<file path="src/rx_gain_pkg.sv">
// Package with register map, field layout and types of the receiver gain override block
// Summary of operation
// - Fields always readable and writable; applied only while measurement_unit_enable is set.
// - Hold source select 0 gives normal control, 1 uses the freeze bit.
// - Writing 1 to loop reset returns the gain loop to maximum gain.
// - Auto gain disable 1 stops regulation; gain then follows the manual code.
// - Freeze bit 0 lets the loop run free, 1 freezes it.
// - Manual code 0 maximum, 1 medium, 2 minimum gain; 3 is reserved.
// - Manual code acts only while auto gain is disabled; otherwise stored only.
package rx_gain_pkg;

	////////////////////////////////////////////////////////////////////////////////
	// Register map
	localparam logic [7:0] TEST_CTRL_OFFSET = 8'h3C;
	localparam logic [7:0] MEAS_CTRL_OFFSET = 8'h03;
	localparam logic [7:0] LOOP_STATUS_OFFSET = 8'h40;
	localparam logic [7:0] TEST_CTRL_RESET = 8'h00;
	localparam logic [7:0] TEST_CTRL_WMASK = 8'h3F;
	localparam logic [7:0] MEAS_CTRL_RESET = 8'h00;
	localparam logic [31:0] UNMAPPED_READ = 32'h00000000;

	// Field positions
	localparam int HOLD_SEL_BIT = 5;
	localparam int LOOP_RST_BIT = 4;
	localparam int AUTO_OFF_BIT = 3;
	localparam int FREEZE_BIT = 2;
	localparam int GAIN_CODE_LSB = 0;
	localparam int MEAS_EN_BIT = 0;

	// Gain step codes
	localparam logic [1:0] GAIN_MAX = 2'h0;
	localparam logic [1:0] GAIN_MED = 2'h1;
	localparam logic [1:0] GAIN_MIN = 2'h2;

	typedef enum logic [3:0] {
		LOOP_AUTO = 4'h1,
		LOOP_FROZEN = 4'h2,
		LOOP_MANUAL = 4'h4,
		LOOP_RESET = 4'h8
	} loop_mode_t;

	// Fields of the override register as applied to the receiver
	typedef struct packed {
		logic hold_sel;
		logic loop_rst;
		logic auto_off;
		logic freeze;
		logic [1:0] gain_code;
	} gain_ctrl_t;

endpackage : rx_gain_pkg

</file>
<file path="src/rx_gain_override_control.sv">
// Receiver gain override register block with Avalon-MM slave
`timescale 1ns/1ns
module rx_gain_override_control
	import rx_gain_pkg::*;
(
	input wire logic CLK_SYS,
	input wire logic RST,
	input wire logic [7:0] AVS_ADDRESS,
	input wire logic AVS_READ,
	input wire logic AVS_WRITE,
	input wire logic [31:0] AVS_WRITEDATA,
	input wire logic [3:0] AVS_BYTEENABLE,
	output logic [31:0] AVS_READDATA,
	output logic AVS_WAITREQUEST,
	output logic GAIN_LOOP_RESET,
	output logic GAIN_LOOP_FREEZE,
	output logic AUTO_GAIN_ENABLE,
	output logic [1:0] RX_GAIN_STEP,
	output logic [3:0] LOOP_MODE
);

	////////////////////////////////////////////////////////////////////////////////
	// Register state
	logic [7:0] test_ctrl_reg, test_ctrl_next;
	logic [7:0] meas_ctrl_reg, meas_ctrl_next;
	logic [31:0] rdata_reg, rdata_next;
	logic ack_reg, ack_next;
	logic req;
	logic wr_lane0;
	loop_mode_t loop_mode_reg, loop_mode_next;

	// Bus request is answered one cycle later; waitrequest high until then
	assign req = (AVS_READ | AVS_WRITE) & ~ack_reg;
	// Write lands only at the edge where the master sees waitrequest low
	assign wr_lane0 = AVS_WRITE & ack_reg & AVS_BYTEENABLE[0];

	// Next register values from bus writes
	always_comb begin
		test_ctrl_next = test_ctrl_reg;
		meas_ctrl_next = meas_ctrl_reg;
		rdata_next = rdata_reg;
		ack_next = req;
		if (wr_lane0 && AVS_ADDRESS == TEST_CTRL_OFFSET) begin
			test_ctrl_next = AVS_WRITEDATA[7:0] & TEST_CTRL_WMASK;
		end
		if (wr_lane0 && AVS_ADDRESS == MEAS_CTRL_OFFSET) begin
			meas_ctrl_next = {7'h00, AVS_WRITEDATA[MEAS_EN_BIT]};
		end
		if (AVS_READ && !ack_reg) begin
			case (AVS_ADDRESS)
				TEST_CTRL_OFFSET: rdata_next = {24'h000000, test_ctrl_reg};
				MEAS_CTRL_OFFSET: rdata_next = {24'h000000, meas_ctrl_reg};
				LOOP_STATUS_OFFSET: rdata_next = {28'h0000000, loop_mode_reg};
				default: rdata_next = UNMAPPED_READ;
			endcase
		end
	end

	// Register update; whole bank clears on reset
	always_ff @(posedge CLK_SYS) begin
		if (RST) begin
			test_ctrl_reg <= TEST_CTRL_RESET;
			meas_ctrl_reg <= MEAS_CTRL_RESET;
			rdata_reg <= UNMAPPED_READ;
			ack_reg <= 1'b0;
		end else begin
			test_ctrl_reg <= test_ctrl_next;
			meas_ctrl_reg <= meas_ctrl_next;
			rdata_reg <= rdata_next;
			ack_reg <= ack_next;
		end
	end

	assign AVS_READDATA = rdata_reg;
	assign AVS_WAITREQUEST = ~ack_reg;

	////////////////////////////////////////////////////////////////////////////////
	// Effective controls: reset values unless measurement unit is enabled
	gain_ctrl_t eff;
	logic loop_rst_reg, loop_rst_next;
	logic freeze_reg, freeze_next;
	logic auto_en_reg, auto_en_next;
	logic [1:0] step_reg, step_next;

	// Stored fields are gated, never altered, so reads still return them
	assign eff = meas_ctrl_reg[MEAS_EN_BIT] ? gain_ctrl_t'(test_ctrl_reg[5:0]) :
		gain_ctrl_t'(TEST_CTRL_RESET[5:0]);

	// Loop control decode
	always_comb begin
		loop_rst_next = eff.loop_rst;
		freeze_next = eff.hold_sel & eff.freeze;
		auto_en_next = ~eff.auto_off;
		// Code 3 is reserved; treated as minimum gain to stay safe
		step_next = GAIN_MAX;
		if (eff.auto_off) begin
			step_next = (eff.gain_code == GAIN_MED) ? GAIN_MED :
				(eff.gain_code == GAIN_MAX) ? GAIN_MAX : GAIN_MIN;
		end
		if (eff.loop_rst) begin
			loop_mode_next = LOOP_RESET;
		end else if (eff.auto_off) begin
			loop_mode_next = LOOP_MANUAL;
		end else if (freeze_next) begin
			loop_mode_next = LOOP_FROZEN;
		end else begin
			loop_mode_next = LOOP_AUTO;
		end
	end

	// Registered outputs
	always_ff @(posedge CLK_SYS) begin
		if (RST) begin
			loop_rst_reg <= 1'b0;
			freeze_reg <= 1'b0;
			auto_en_reg <= 1'b1;
			step_reg <= GAIN_MAX;
			loop_mode_reg <= LOOP_AUTO;
		end else begin
			loop_rst_reg <= loop_rst_next;
			freeze_reg <= freeze_next;
			auto_en_reg <= auto_en_next;
			step_reg <= step_next;
			loop_mode_reg <= loop_mode_next;
		end
	end

	assign GAIN_LOOP_RESET = loop_rst_reg;
	assign GAIN_LOOP_FREEZE = freeze_reg;
	assign AUTO_GAIN_ENABLE = auto_en_reg;
	assign RX_GAIN_STEP = step_reg;
	assign LOOP_MODE = loop_mode_reg;

	////////////////////////////////////////////////////////////////////////////////
	// Checks
	// Enable off forces reset controls
	// Guards the gate mux against a stale field
	chk_gate_by_enable: assert property (@(posedge CLK_SYS) disable iff (RST)
		!meas_ctrl_reg[MEAS_EN_BIT] |=> !GAIN_LOOP_FREEZE && AUTO_GAIN_ENABLE && !GAIN_LOOP_RESET)
		else $error("controls applied while measurement unit off");

	// Freeze only after hold source select
	// Catches a freeze leaking from normal mode
	chk_freeze_needs_sel: assert property (@(posedge CLK_SYS) disable iff (RST)
		GAIN_LOOP_FREEZE |-> $past(eff.hold_sel))
		else $error("freeze without hold source select");

	// Loop reset reaches pin and mode
	// Reset has top priority in the mode decode
	chk_reset_follows: assert property (@(posedge CLK_SYS) disable iff (RST)
		eff.loop_rst |=> GAIN_LOOP_RESET && LOOP_MODE == LOOP_RESET)
		else $error("loop reset not applied");

	// Auto gain off follows the field
	// One cycle of output register latency
	chk_auto_disable: assert property (@(posedge CLK_SYS) disable iff (RST)
		eff.auto_off |=> !AUTO_GAIN_ENABLE)
		else $error("auto gain still on");

	// Freeze applied when selected
	// Both select and freeze bit must be set
	chk_freeze_apply: assert property (@(posedge CLK_SYS) disable iff (RST)
		(eff.hold_sel && eff.freeze) |=> GAIN_LOOP_FREEZE)
		else $error("freeze not applied");

	// Medium code gives medium step
	// Only while regulation is off
	chk_gain_code: assert property (@(posedge CLK_SYS) disable iff (RST)
		(eff.auto_off && eff.gain_code == GAIN_MED) |=> RX_GAIN_STEP == GAIN_MED)
		else $error("medium gain not selected");

	// Manual code ignored under auto gain
	// Stored code must not leak to the step
	chk_code_ignored: assert property (@(posedge CLK_SYS) disable iff (RST)
		!eff.auto_off |=> RX_GAIN_STEP == GAIN_MAX)
		else $error("manual code used under auto gain");

	// Reserved bits never stored
	// Write mask keeps them clear
	chk_reserved_zero: assert property (@(posedge CLK_SYS) disable iff (RST)
		test_ctrl_reg[7:6] == 2'h0)
		else $error("reserved bits set");

	// Idle bus keeps waitrequest high
	// No spurious completion without a request
	chk_wait_idle: assert property (@(posedge CLK_SYS) disable iff (RST)
		(!AVS_READ && !AVS_WRITE) |=> AVS_WAITREQUEST)
		else $error("waitrequest low without request");

	// Waitrequest low for one cycle only
	// A held request must not complete twice
	chk_wait_one_cycle: assert property (@(posedge CLK_SYS) disable iff (RST)
		!AVS_WAITREQUEST |=> AVS_WAITREQUEST)
		else $error("waitrequest low too long");

	// Every request answered next cycle
	// Software may access at any time
	chk_req_answered: assert property (@(posedge CLK_SYS) disable iff (RST)
		((AVS_READ || AVS_WRITE) && AVS_WAITREQUEST) |=> !AVS_WAITREQUEST)
		else $error("request not answered");

	// Override read shows no upper bits
	// Reserved bits read back as zero
	chk_read_zero_top: assert property (@(posedge CLK_SYS) disable iff (RST)
		(!AVS_WAITREQUEST && AVS_READ && AVS_ADDRESS == TEST_CTRL_OFFSET) |->
			AVS_READDATA[31:6] == 26'h0000000)
		else $error("override read has upper bits");

	// Enable register holds a single bit
	// Upper bits ignored on write
	chk_meas_upper: assert property (@(posedge CLK_SYS) disable iff (RST)
		meas_ctrl_reg[7:1] == 7'h00)
		else $error("enable register upper bits set");

	// Accepted write stores masked data
	// Checked at the completing edge only
	chk_write_lands: assert property (@(posedge CLK_SYS) disable iff (RST)
		(!AVS_WAITREQUEST && AVS_WRITE && AVS_BYTEENABLE[0] && AVS_ADDRESS == TEST_CTRL_OFFSET)
			|-> test_ctrl_next == (AVS_WRITEDATA[7:0] & TEST_CTRL_WMASK))
		else $error("write not stored");

	// No write while waitrequest high
	// A write must land exactly once
	chk_no_write_waiting: assert property (@(posedge CLK_SYS) disable iff (RST)
		AVS_WAITREQUEST |=> test_ctrl_reg == $past(test_ctrl_reg))
		else $error("write landed while waiting");

	// Auto gain on when field clear
	// Regulation is the default behaviour
	chk_auto_on: assert property (@(posedge CLK_SYS) disable iff (RST)
		!eff.auto_off |=> AUTO_GAIN_ENABLE)
		else $error("auto gain off unexpectedly");

	// Minimum code gives minimum step
	// Covers the far end of the table
	chk_step_min: assert property (@(posedge CLK_SYS) disable iff (RST)
		(eff.auto_off && eff.gain_code == GAIN_MIN) |=> RX_GAIN_STEP == GAIN_MIN)
		else $error("minimum gain not selected");

	// Maximum code gives maximum step
	// Covers the near end of the table
	chk_step_max: assert property (@(posedge CLK_SYS) disable iff (RST)
		(eff.auto_off && eff.gain_code == GAIN_MAX) |=> RX_GAIN_STEP == GAIN_MAX)
		else $error("maximum gain not selected");

	// No loop reset without the field
	// Reset is a level, not sticky
	chk_no_reset: assert property (@(posedge CLK_SYS) disable iff (RST)
		!eff.loop_rst |=> !GAIN_LOOP_RESET)
		else $error("loop reset without request");

	// Loop runs free unless frozen
	// Freeze needs both select and hold bit
	chk_free_run: assert property (@(posedge CLK_SYS) disable iff (RST)
		!(eff.hold_sel && eff.freeze) |=> !GAIN_LOOP_FREEZE)
		else $error("loop frozen unexpectedly");

	// Manual mode when regulation off
	// Reset still takes precedence
	chk_manual_mode: assert property (@(posedge CLK_SYS) disable iff (RST)
		(eff.auto_off && !eff.loop_rst) |=> LOOP_MODE == LOOP_MANUAL)
		else $error("manual mode not entered");

	// Mode status is one-hot
	// Guards the state encoding
	chk_mode_onehot: assert property (@(posedge CLK_SYS) disable iff (RST)
		$onehot(LOOP_MODE))
		else $error("loop mode not one-hot");

	// Normal control never freezes
	// Select clear means normal operation
	chk_normal_ctrl: assert property (@(posedge CLK_SYS) disable iff (RST)
		!eff.hold_sel |=> !GAIN_LOOP_FREEZE)
		else $error("freeze in normal control");

	// Enable off gives reset step and mode
	// Stored code must not reach the receiver
	chk_stored_gated: assert property (@(posedge CLK_SYS) disable iff (RST)
		!meas_ctrl_reg[MEAS_EN_BIT] |=> RX_GAIN_STEP == GAIN_MAX && LOOP_MODE == LOOP_AUTO)
		else $error("gated step or mode wrong");

	// Enable register reads one bit
	// Upper read bits stay zero
	chk_rdata_meas: assert property (@(posedge CLK_SYS) disable iff (RST)
		(!AVS_WAITREQUEST && AVS_READ && AVS_ADDRESS == MEAS_CTRL_OFFSET) |->
			AVS_READDATA[31:1] == 31'h00000000)
		else $error("enable read has upper bits");

	// Unmapped reads return zero
	// Software may probe any address
	chk_unmapped_read: assert property (@(posedge CLK_SYS) disable iff (RST)
		(!AVS_WAITREQUEST && AVS_READ && AVS_ADDRESS != TEST_CTRL_OFFSET &&
			AVS_ADDRESS != MEAS_CTRL_OFFSET && AVS_ADDRESS != LOOP_STATUS_OFFSET) |->
			AVS_READDATA == UNMAPPED_READ)
		else $error("unmapped read not zero");

	// Frozen mode when only freeze applies
	// Lower priority than reset and manual
	chk_frozen_mode: assert property (@(posedge CLK_SYS) disable iff (RST)
		(eff.hold_sel && eff.freeze && !eff.auto_off && !eff.loop_rst) |=>
			LOOP_MODE == LOOP_FROZEN)
		else $error("frozen mode not entered");

	// Auto mode when nothing overrides
	// Normal operation is the fallback
	chk_auto_mode: assert property (@(posedge CLK_SYS) disable iff (RST)
		(!eff.loop_rst && !eff.auto_off && !(eff.hold_sel && eff.freeze)) |=>
			LOOP_MODE == LOOP_AUTO)
		else $error("auto mode not entered");

endmodule : rx_gain_override_control

</file>
<file path="config.mk">
export PLATFORM = sky130hd
export DESIGN_NAME = rx_gain_override_control
export DESIGN_NICKNAME = d
export VERILOG_FILES = /design/src/rx_gain_pkg.sv /design/src/rx_gain_override_control.sv
export SDC_FILE = /design/constraint.sdc
export NUM_CORES = 1
export LEC_CHECK = 0
export BUFFER_PORTS_ARGS = -buffer_cell sky130_fd_sc_hd__buf_4
export CAP_MARGIN = 20
export CORE_AREA = 2 2 57 59
export DETAILED_ROUTE_END_ITERATION = 12
export DIE_AREA = 0 0 59 61
export PLACE_DENSITY_LB_ADDON = 0.12
export SYNTH_ARGS = -nofsm -noshare
export SYNTH_HDL_FRONTEND = slang
export SYNTH_SLANG_ARGS = --single-unit
</file>
<file path="constraint.sdc">
create_clock -name CLK_SYS -period 2.2 [get_ports CLK_SYS]
set_clock_uncertainty 0.15 [all_clocks]
set_input_delay 0.66 -clock CLK_SYS [delete_from_list [all_inputs] [get_ports CLK_SYS]]
set_output_delay 0.66 -clock CLK_SYS [all_outputs]
set_load 0.01 [all_outputs]
</file>
==> results.cfg, run 1 <==
[placed_design]
buffer_ports.inserted = 34
instance_area_after_placement_mm2 = 0.00127
hpwlAfterDp_mm = 1.73
routability_congestion_estimate = 0.723

[setup_path]
critical_path.startpoint_type = input pin
worst-endpoint-arrival_ns = 1.95
cpPeakStageDelay_ns = 0.41
critPathCaptureType = flop
master_of_the_slowest_instance_on_the_critical_path = or3_4
critical-path-top-delay-family = simple AND/OR/NAND/NOR gates
critical_path_peak_fanout = 4
critical_path_data_required_time_ns = 2.29
critical-path-top-cell-by-count = or3_4
timing.setup.critical_path_class = input pin to flop
crit_buf_inv = 1
worstPathCellList = buf_4 -> or3_4 -> or3_4 -> o21bai_1 -> a32oi_1

[floorplanning]
die_h_um = 61
ioPinCount = 90
die_area_mm2 = 0.00360
core_region_area_mm2 = 0.00295
die_width_um = 59
initial_core_util_pct = 36.3
rows = 20

[sta]
layout_min_cycle_time_ns = 1.86
setup_tns_ns = 0
rsz0062_at_grt = no
timing.fmax_ghz = 0.538
setup_viols_final = 0
min_period_over_period_pct = 84.5
timing_hold_violations_final = 0
final-max-slew-violation-count = 0

[final_layout]
final_area_mm2 = 0.00132
final_net_count = 202
antenna_cells_inserted = 0
syn2layout_area_growth_pct = 23.5
drive_above_1_share_pct = 28.1

[grt]
gr-usage-all-layers_pct = 12.1
globalRouteOverflowTotal = 0
grt_pass1_vias = 730
grt_max_degree = 15
number_of_antenna_violations_at_the_first_check_in_global_routing = 0
grt_pass1_wl_mm = 3.30

[clock_network]
tritoncts_clock_tree = yes
htreeDepth = 1
clock_tree.buffer_depth = 2
postCtsSetupRepairBufs = 0
clkLatencyLatePin_ns = 0.30
post_cts_resize_count = 0
clock_tree.root_cell = clkbuf_4
clock-sinks = 22
clkSlewWorstSetupHoldPaths_ns = 0.12
count_of_hold_fix_buffers_inserted_at_cts = 0
cts_inserted_buffers = 3

[route]
viasPerCell = 4.40
drc_markers = 0
via_count = 818
detail-route-antenna-nets = 0
post_drt_wl_per_cell_um = 11.1
initial_drc_count = 15
detail_route.wirelength_mm = 2.07
first_pass_iters = 4

[outcome]
outcome = finished, final reports clean

[logic_synthesis]
cells_after_synth = 116
synth_top_family_by_area = simple AND/OR/NAND/NOR gates
yosys.area_share.simple_pct = 23.2
yosys.area_share.adder_pct = 0
mux_contribution_to_synthesized_area_pct = 6.53
yosys.cell_types.count = 30
post_synth.cell_area_avg_um2 = 9.24
yosys.area_share.xor_xnor_pct = 0
synth_compound_gate_area_share_pct = 9.22
ys_seq_elements = 22
synth_area_mm2 = 0.00107
synth_sequential_area_ratio_pct = 41.1
yosys_warn_count = 0

[pwr]
power-per-cell-area_mw_per_mm2 = 585
leak_pwr_nw = 0.591
vdd_drop_max_uv = 470

[flow_run]
max-cap-violations = 0

[min_path]
classification_of_the_worst_slack_hold_path = flop to flop
[area by class of cell]
class | count | area, µm²
Clock buffer | 3 | 22.5
Clock inverter | 1 | 30.0
Fill cell | 293 | 1630
Inverter | 1 | 3.75
Multi-Input combinational cell | 90 | 515
Sequential cell | 22 | 440
Tap cell | 33 | 41.3
Timing Repair Buffer | 36 | 270
[layer usage]
layer	track usage, %	wire length (µm)
met4	1.95	13
met2	20.5	1020
met5	0	0
met3	4.26	125
met1	15.1	914
[synth_stat cells, drive strengths merged]
| cell | n | area, µm² |
|---|---|---|
| nor4bb | 1 | 10.0 |
| inv | 1 | 3.75 |
| o21a | 1 | 7.51 |
| dfxtp | 22 | 440 |
| nor3 | 1 | 5.00 |
| a211oi | 1 | 7.51 |
| and2 | 3 | 18.8 |
| or3 | 2 | 22.5 |
| nand4 | 2 | 12.5 |
| nand3b | 3 | 22.5 |
| nand2 | 7 | 26.3 |
| nand2b | 1 | 6.26 |
| a32oi | 1 | 8.76 |
| conb | 1 | 3.75 |
| o21bai | 1 | 7.51 |
| nand3 | 3 | 15.0 |
| nand4b | 1 | 8.76 |
| buf | 27 | 203 |
| clkbuf | 1 | 3.75 |
| o31ai | 1 | 7.51 |
| nor2b | 2 | 12.5 |
| a22oi | 4 | 30.0 |
| and3 | 2 | 12.5 |
| nor3b | 1 | 7.51 |
| nor2 | 11 | 41.3 |
| o21ai | 3 | 15.0 |
| mux2i | 7 | 70.1 |
| a21oi | 3 | 15.0 |
| nor4 | 2 | 27.5 |
[logic make-up after synthesis]
| logic type | count (synthesis) |
|---|---|
| DFF | 22 |
| muxes | 7 |
| AOI/OAI and AO/OA | 15 |
| buffers and inverters | 29 |
| and+or+nand+nor | 42 |
| other | 1 |
[worst paths after layout]
| check | startpoint | endpoint | slack, ns | cells past startpoint |
|---|---|---|---|---|
| worst min register to register | AVS_READDATA[5] | AVS_READDATA[5] | 0.32 | 2 |
| worst max register to register | ack_reg | AVS_READDATA[0] | 0.66 | 4 |
| worst max-delay path | AVS_ADDRESS[0] | AVS_READDATA[0] | 0.34 | 5 |
| worst min-delay path | AVS_READDATA[5] | AVS_READDATA[5] | 0.32 | 2 |
[cells in the final DEF, fill, tap and decap left out, types with 2 or more instances in the layout]
cell / n
and3_1: 2
and2_1: 3
nor2b_1: 2
nor2_1: 11
nand4_1: 2
nand3b_1: 3
nand2_1: 7
or3_4: 2
clkbuf_4: 3
a22oi_1: 4
conb_1: 26
dfxtp_1: 22
a21oi_1: 3
o21ai_0: 3
nand3_1: 3
buf_4: 36
mux2i_1: 7
[stage by stage]
step	cells	total power [mW]	worst slack, ns	hold WS, ns	util, %
after floorplan	141	0.482	0.228	0.283	-
after global routing	186	0.814	0.309	0.339	44.8
after detailed placement	182	0.485	0.0290	0.301	43.1
after CTS	186	0.786	0.350	0.325	44.8
final	186	0.775	0.340	0.317	44.8
after global placement	182	0.484	0.0308	0.291	43.1
[worst register-to-register path: stages, from the launching register on]
cell and delay, ns:
dfxtp_1 0.36, nand2b_1 0.22, or3_4 0.37, o21bai_1 0.17, a32oi_1 0.19
[where the power goes]
| part | total, mW | switching (mW) | internal [mW] |
|---|---|---|---|
| sequential | 0.401 | 0.00150 | 0.400 |
| clock | 0.299 | 0.114 | 0.184 |
| combinational | 0.0752 | 0.0450 | 0.0303 |
(Power assumes the default switching activity.)
==> run 2, diff against run 1 <==
Clock period 2.2 ns to 1.84 ns, I/O delays scaled along.
==> results.cfg, run 2 (synthesis gave the netlist of run 1 again) <==
[outcome]
outcome = finished, final reports clean

[clock_network]
postCtsSetupRepairBufs = 0
post_cts_resize_count = 0
clkLatencyLatePin_ns = 0.30
clock_tree.root_cell = clkbuf_4
clkSlewWorstSetupHoldPaths_ns = 0.12
clock-sinks = 22
htreeDepth = 1
count_of_hold_fix_buffers_inserted_at_cts = 0
clock_tree.buffer_depth = 2
cts_inserted_buffers = 3
tritoncts_clock_tree = yes

[setup_path]
ff2ff_setup_slack_ns = 0.32
critical_path.startpoint_type = input pin
worst_r2r_path_depth = 5
timing.setup.critical_path_class = input pin to flop
critPathCaptureType = flop
endpoint_of_the_worst_slack_reg_to_reg_timing_path = test_ctrl_reg[3]
critical_path_data_required_time_ns = 1.92
critical_path_peak_fanout = 3
critical_path.reg2reg.startpoint = ack_reg
worst-endpoint-arrival_ns = 1.82

[sta]
setup_viols_final = 0
final.setup.worst_slack_ns = 0.108
layout_min_cycle_time_ns = 1.73
timing_hold_violations_final = 0
min_period_over_period_pct = 94.1
final-max-slew-violation-count = 0
worst_hold_slack_ns = 0.310
timing.fmax_ghz = 0.577
setup_tns_ns = 0
rsz0062_at_grt = no

[floorplanning]
core_region_area_mm2 = 0.00295
ioPinCount = 90
die_width_um = 59
die_area_mm2 = 0.00360
initial_core_util_pct = 36.3
die_h_um = 61
rows = 20

[min_path]
hold_path_startpoint = AVS_WRITE
timing.hold.worst_endpoint = ack_reg
hold_depth = 2
classification_of_the_worst_slack_hold_path = input pin to flop

[pwr]
vdd_drop_max_uv = 373
leak_pwr_nw = 0.619
power.total_mw = 0.941
power-per-cell-area_mw_per_mm2 = 687

[route]
post_drt_wl_per_cell_um = 10.9
via_count = 864
detail_route.wirelength_mm = 2.09
detail-route-antenna-nets = 0
drc_markers = 0
viasPerCell = 4.50
initial_drc_count = 9
first_pass_iters = 4

[placed_design]
hpwlAfterDp_mm = 1.77
buffer_ports.inserted = 34
detailedPlace.worstSlack_ns = -0.228
routability_congestion_estimate = 0.803

[final_layout]
fillerInstances = 301
layout.cells.most_common_list = buf_4, conb_1, dfxtp_1
syn2layout_area_growth_pct = 27.7
layout_commonest_cell = buf_4
drive_above_1_share_pct = 30.8
antenna_cells_inserted = 0
final_net_count = 208

[flow_run]
max-cap-violations = 0

[grt]
grt_max_degree = 15
globalRouteOverflowTotal = 0
gr-usage-all-layers_pct = 12.2
grt_pass1_vias = 785
grt_pass1_wl_mm = 3.32
number_of_antenna_violations_at_the_first_check_in_global_routing = 0
run 2: worst max-delay path by stage:
stage,start,end,slack (ns),depth (start not counted)
floorplan,AVS_ADDRESS[0],AVS_READDATA[0],-0.02,4
global placement,AVS_ADDRESS[0],AVS_READDATA[0],-0.21,5
detailed placement,AVS_ADDRESS[0],AVS_READDATA[0],-0.23,5
CTS,AVS_ADDRESS[0],AVS_READDATA[0],0.10,5
global route,AVS_ADDRESS[0],AVS_READDATA[0],0.09,5
finish,AVS_ADDRESS[0],AVS_READDATA[0],0.11,5
run 2: critical path: stages:
cell      delay, ns
buf_4          0.11
or3_4          0.40
or3_4          0.39
o21bai_1       0.17
a32oi_1        0.18
run 2: report_power, final:
| part | internal [mW] | leakage, nW | switching [mW] |
|---|---|---|---|
| registers | 0.478 | 0.177 | 0.00183 |
| logic | 0.0424 | 0.414 | 0.0544 |
| clock network | 0.220 | 0.0279 | 0.144 |
run 2: cell type report:
| cell class | instances | area, µm² | share of cell area (%) |
|---|---|---|---|
| sequential | 22 | 440 | 32.2 |
| tap | 33 | 41.3 | 3.02 |
| clock inverter | 1 | 30.0 | 2.19 |
| inverter | 1 | 3.75 | 0.274 |
| clock buffer | 3 | 22.5 | 1.65 |
| timing repair buffer | 42 | 315 | 23.0 |
| multi-input combinational | 90 | 515 | 37.7 |
run 2: through the flow:
stage / instances / utilization (%) / instance area [µm²]
3_3_place_gp: 188 / 44.6 / 1320
3_5_place_dp: 188 / 44.6 / 1320
5_1_grt: 192 / 46.4 / 1370
2_1_floorplan: 141 / - / 1170
4_1_cts: 192 / 46.4 / 1370
6_report: 192 / 46.4 / 1370
run 2: layer usage:
layer,part of all wire [%],global-route usage (%)
met5,0,0
met3,5.4,2.56
met1,44,14.3
met4,0.72,4.87
met2,49,21.9
==> run 3, diff against run 2 <==
Settings changed: ABC_AREA from default to 1, CORE_AREA 2 2 57 59 to 2 2 58 60, DIE_AREA 0 0 59 61 to 0 0 60 62.
==> results.cfg, run 3 <==
[sta]
setup_tns_ns = 0
timing_hold_violations_final = 0
layout_min_cycle_time_ns = 1.59
final-max-slew-violation-count = 0
final.setup.worst_slack_ns = 0.253
worst_hold_slack_ns = 0.296
timing.fmax_ghz = 0.630
min_period_over_period_pct = 86.3
setup_viols_final = 0
rsz0062_at_grt = no

[clock_network]
tritoncts_clock_tree = yes
post_cts_resize_count = 0
clock_tree.buffer_depth = 2
count_of_hold_fix_buffers_inserted_at_cts = 0
clock_tree.root_cell = clkbuf_4
cts_inserted_buffers = 3
clock-sinks = 22
clkLatencyLatePin_ns = 0.30
postCtsSetupRepairBufs = 0
htreeDepth = 1
clkSlewWorstSetupHoldPaths_ns = 0.12

[logic_synthesis]
post-synth-top-area-cell = dfxtp_1
synth.top_cells.by_area = dfxtp_1, buf_4, nand2_1, nor2_1, nand3_1
synth_edf_count = 0
yosysMostFrequentCell = buf_4
synth_cell_count_leaders = buf_4, dfxtp_1, nand2_1
cells_after_synth = 152
yosys.cell_types.count = 22
yosys_warn_count = 0
ys_seq_elements = 22
synth_area_mm2 = 0.00115
post_synth.cell_area_avg_um2 = 7.60
synth-main-ff-cell = dfxtp_1
ys_async_sr_fraction_pct = 0
synth_sequential_area_ratio_pct = 38.1
yosys.area.top_type_share_pct = 38.1

[route]
first_pass_iters = 4
route.layer.met1.wl_um = 944
dr_wl_met2_mm = 1.14
top_signal_layer_used = met4
detail_route.wirelength_mm = 2.23
detail-route-antenna-nets = 0
wl_met3_um = 124
post_drt_wl_per_cell_um = 9.55
initial_drc_count = 20
via_count = 957
drc_markers = 0
viasPerCell = 4.11

[pwr]
share_comb_of_total_power_pct = 11.5
clock_network_power_share_pct = 37.7
internal_power_summed_over_all_cells_mw = 0.742
power.total_mw = 0.953
vdd_drop_max_uv = 297
share_seq_of_total_power_pct = 50.8
leak_pwr_nw = 0.723
power.share.switching_pct = 22.2
power-per-cell-area_mw_per_mm2 = 678
power_switching_mw = 0.212

[setup_path]
critical_path.startpoint_type = flop
timing.setup.critical_path_class = flop to output pin
critPathCaptureType = output pin
cpPeakStageDelay_ns = 0.40
critical_path_peak_fanout = 3
critical_path_data_required_time_ns = 1.14
worstPathCellList = inv_2 -> buf_4
master_of_the_slowest_instance_on_the_critical_path = dfxtp_1
worst-endpoint-arrival_ns = 0.89

[final_layout]
final_net_count = 236
drive_above_1_share_pct = 32.6
syn2layout_area_growth_pct = 21.8
multiInputGateArea_um2 = 536
final_cells = 233
antenna_cells_inserted = 0
final_core_utilization_pct = 44.2
layout.cells.most_common_list = buf_4, conb_1, dfxtp_1, nand2_1, nor2_1
final_area_mm2 = 0.00141
layout_commonest_cell = buf_4
fillerInstances = 339
seq_area_um2 = 440

[floorplanning]
core_region_area_mm2 = 0.00318
die_width_um = 60
die_h_um = 62
die_area_mm2 = 0.00372
initial_core_util_pct = 36.3
ioPinCount = 90
rows = 21

[placed_design]
instance_area_after_placement_mm2 = 0.00135
detailedPlace.worstSlack_ns = 0.230
post_placement_cell_count = 229
routability_congestion_estimate = 0.710
buffer_ports.inserted = 34
hpwlAfterDp_mm = 1.83

[grt]
gr-usage-all-layers_pct = 12.5
grt_pass1_wl_mm = 3.42
number_of_antenna_violations_at_the_first_check_in_global_routing = 0
grt_pass1_vias = 854
grt_max_degree = 14
globalRouteOverflowTotal = 0

[outcome]
outcome = finished, final reports clean

[min_path]
classification_of_the_worst_slack_hold_path = input pin to flop

[flow_run]
max-cap-violations = 0
==> run 3: path summary, 6_finish.rpt <==
path / from / end / slack (ns) / cells after the start
worst min register to register: AVS_READDATA[0] / AVS_READDATA[0] / 0.33 / 2
worst max register to register: ack_reg / test_ctrl_reg[0] / 0.57 / 4
worst max-delay path: ack_reg / AVS_WAITREQUEST / 0.25 / 2
worst min-delay path: RST / AVS_READDATA[2] / 0.30 / 2
==> run 3: worst max-delay path: cells and delay by family, from the launching register on <==
kind     cells  cell delay [ns]
flops        1             0.40
buf+inv      2             0.19
==> run 3: cell type report <==
class,instances,share of cell area (%)
clock buffers,3,1.60
clock inverters,1,2.14
inverters,17,4.63
multi-input cells,110,38.1
flip-flops and latches,22,31.3
well taps,46,4.09
repair buffers,34,18.1
==> run 3: cells by family after synthesis <==
| group | count (synthesis) | share of synthesized area, % |
|---|---|---|
| buffers and inverters | 45 | 23.6 |
| and+or+nand+nor | 66 | 29.5 |
| other | 1 | 0.325 |
| DFF | 22 | 38.1 |
| AOI/OAI and AO/OA | 18 | 8.45 |
==> run 3: power by group through the flow <==
| stage | registers, mW | clock network [mW] | logic [mW] |
|---|---|---|---|
| 6_report | 0.484 | 0.359 | 0.110 |
| 5_1_grt | 0.485 | 0.390 | 0.123 |
| 4_1_cts | 0.485 | 0.374 | 0.110 |
| 3_5_place_dp | 0.495 | 0 | 0.110 |
| 3_3_place_gp | 0.495 | 0 | 0.108 |
| 2_1_floorplan | 0.496 | 0 | 0.102 |
==> run 3: per-layer routing <==
layer,global-route usage [%],vias up
li1,-,498
met2,22.8,33
met4,5.71,0
met5,0,-
met3,2.69,2
met1,13.9,424
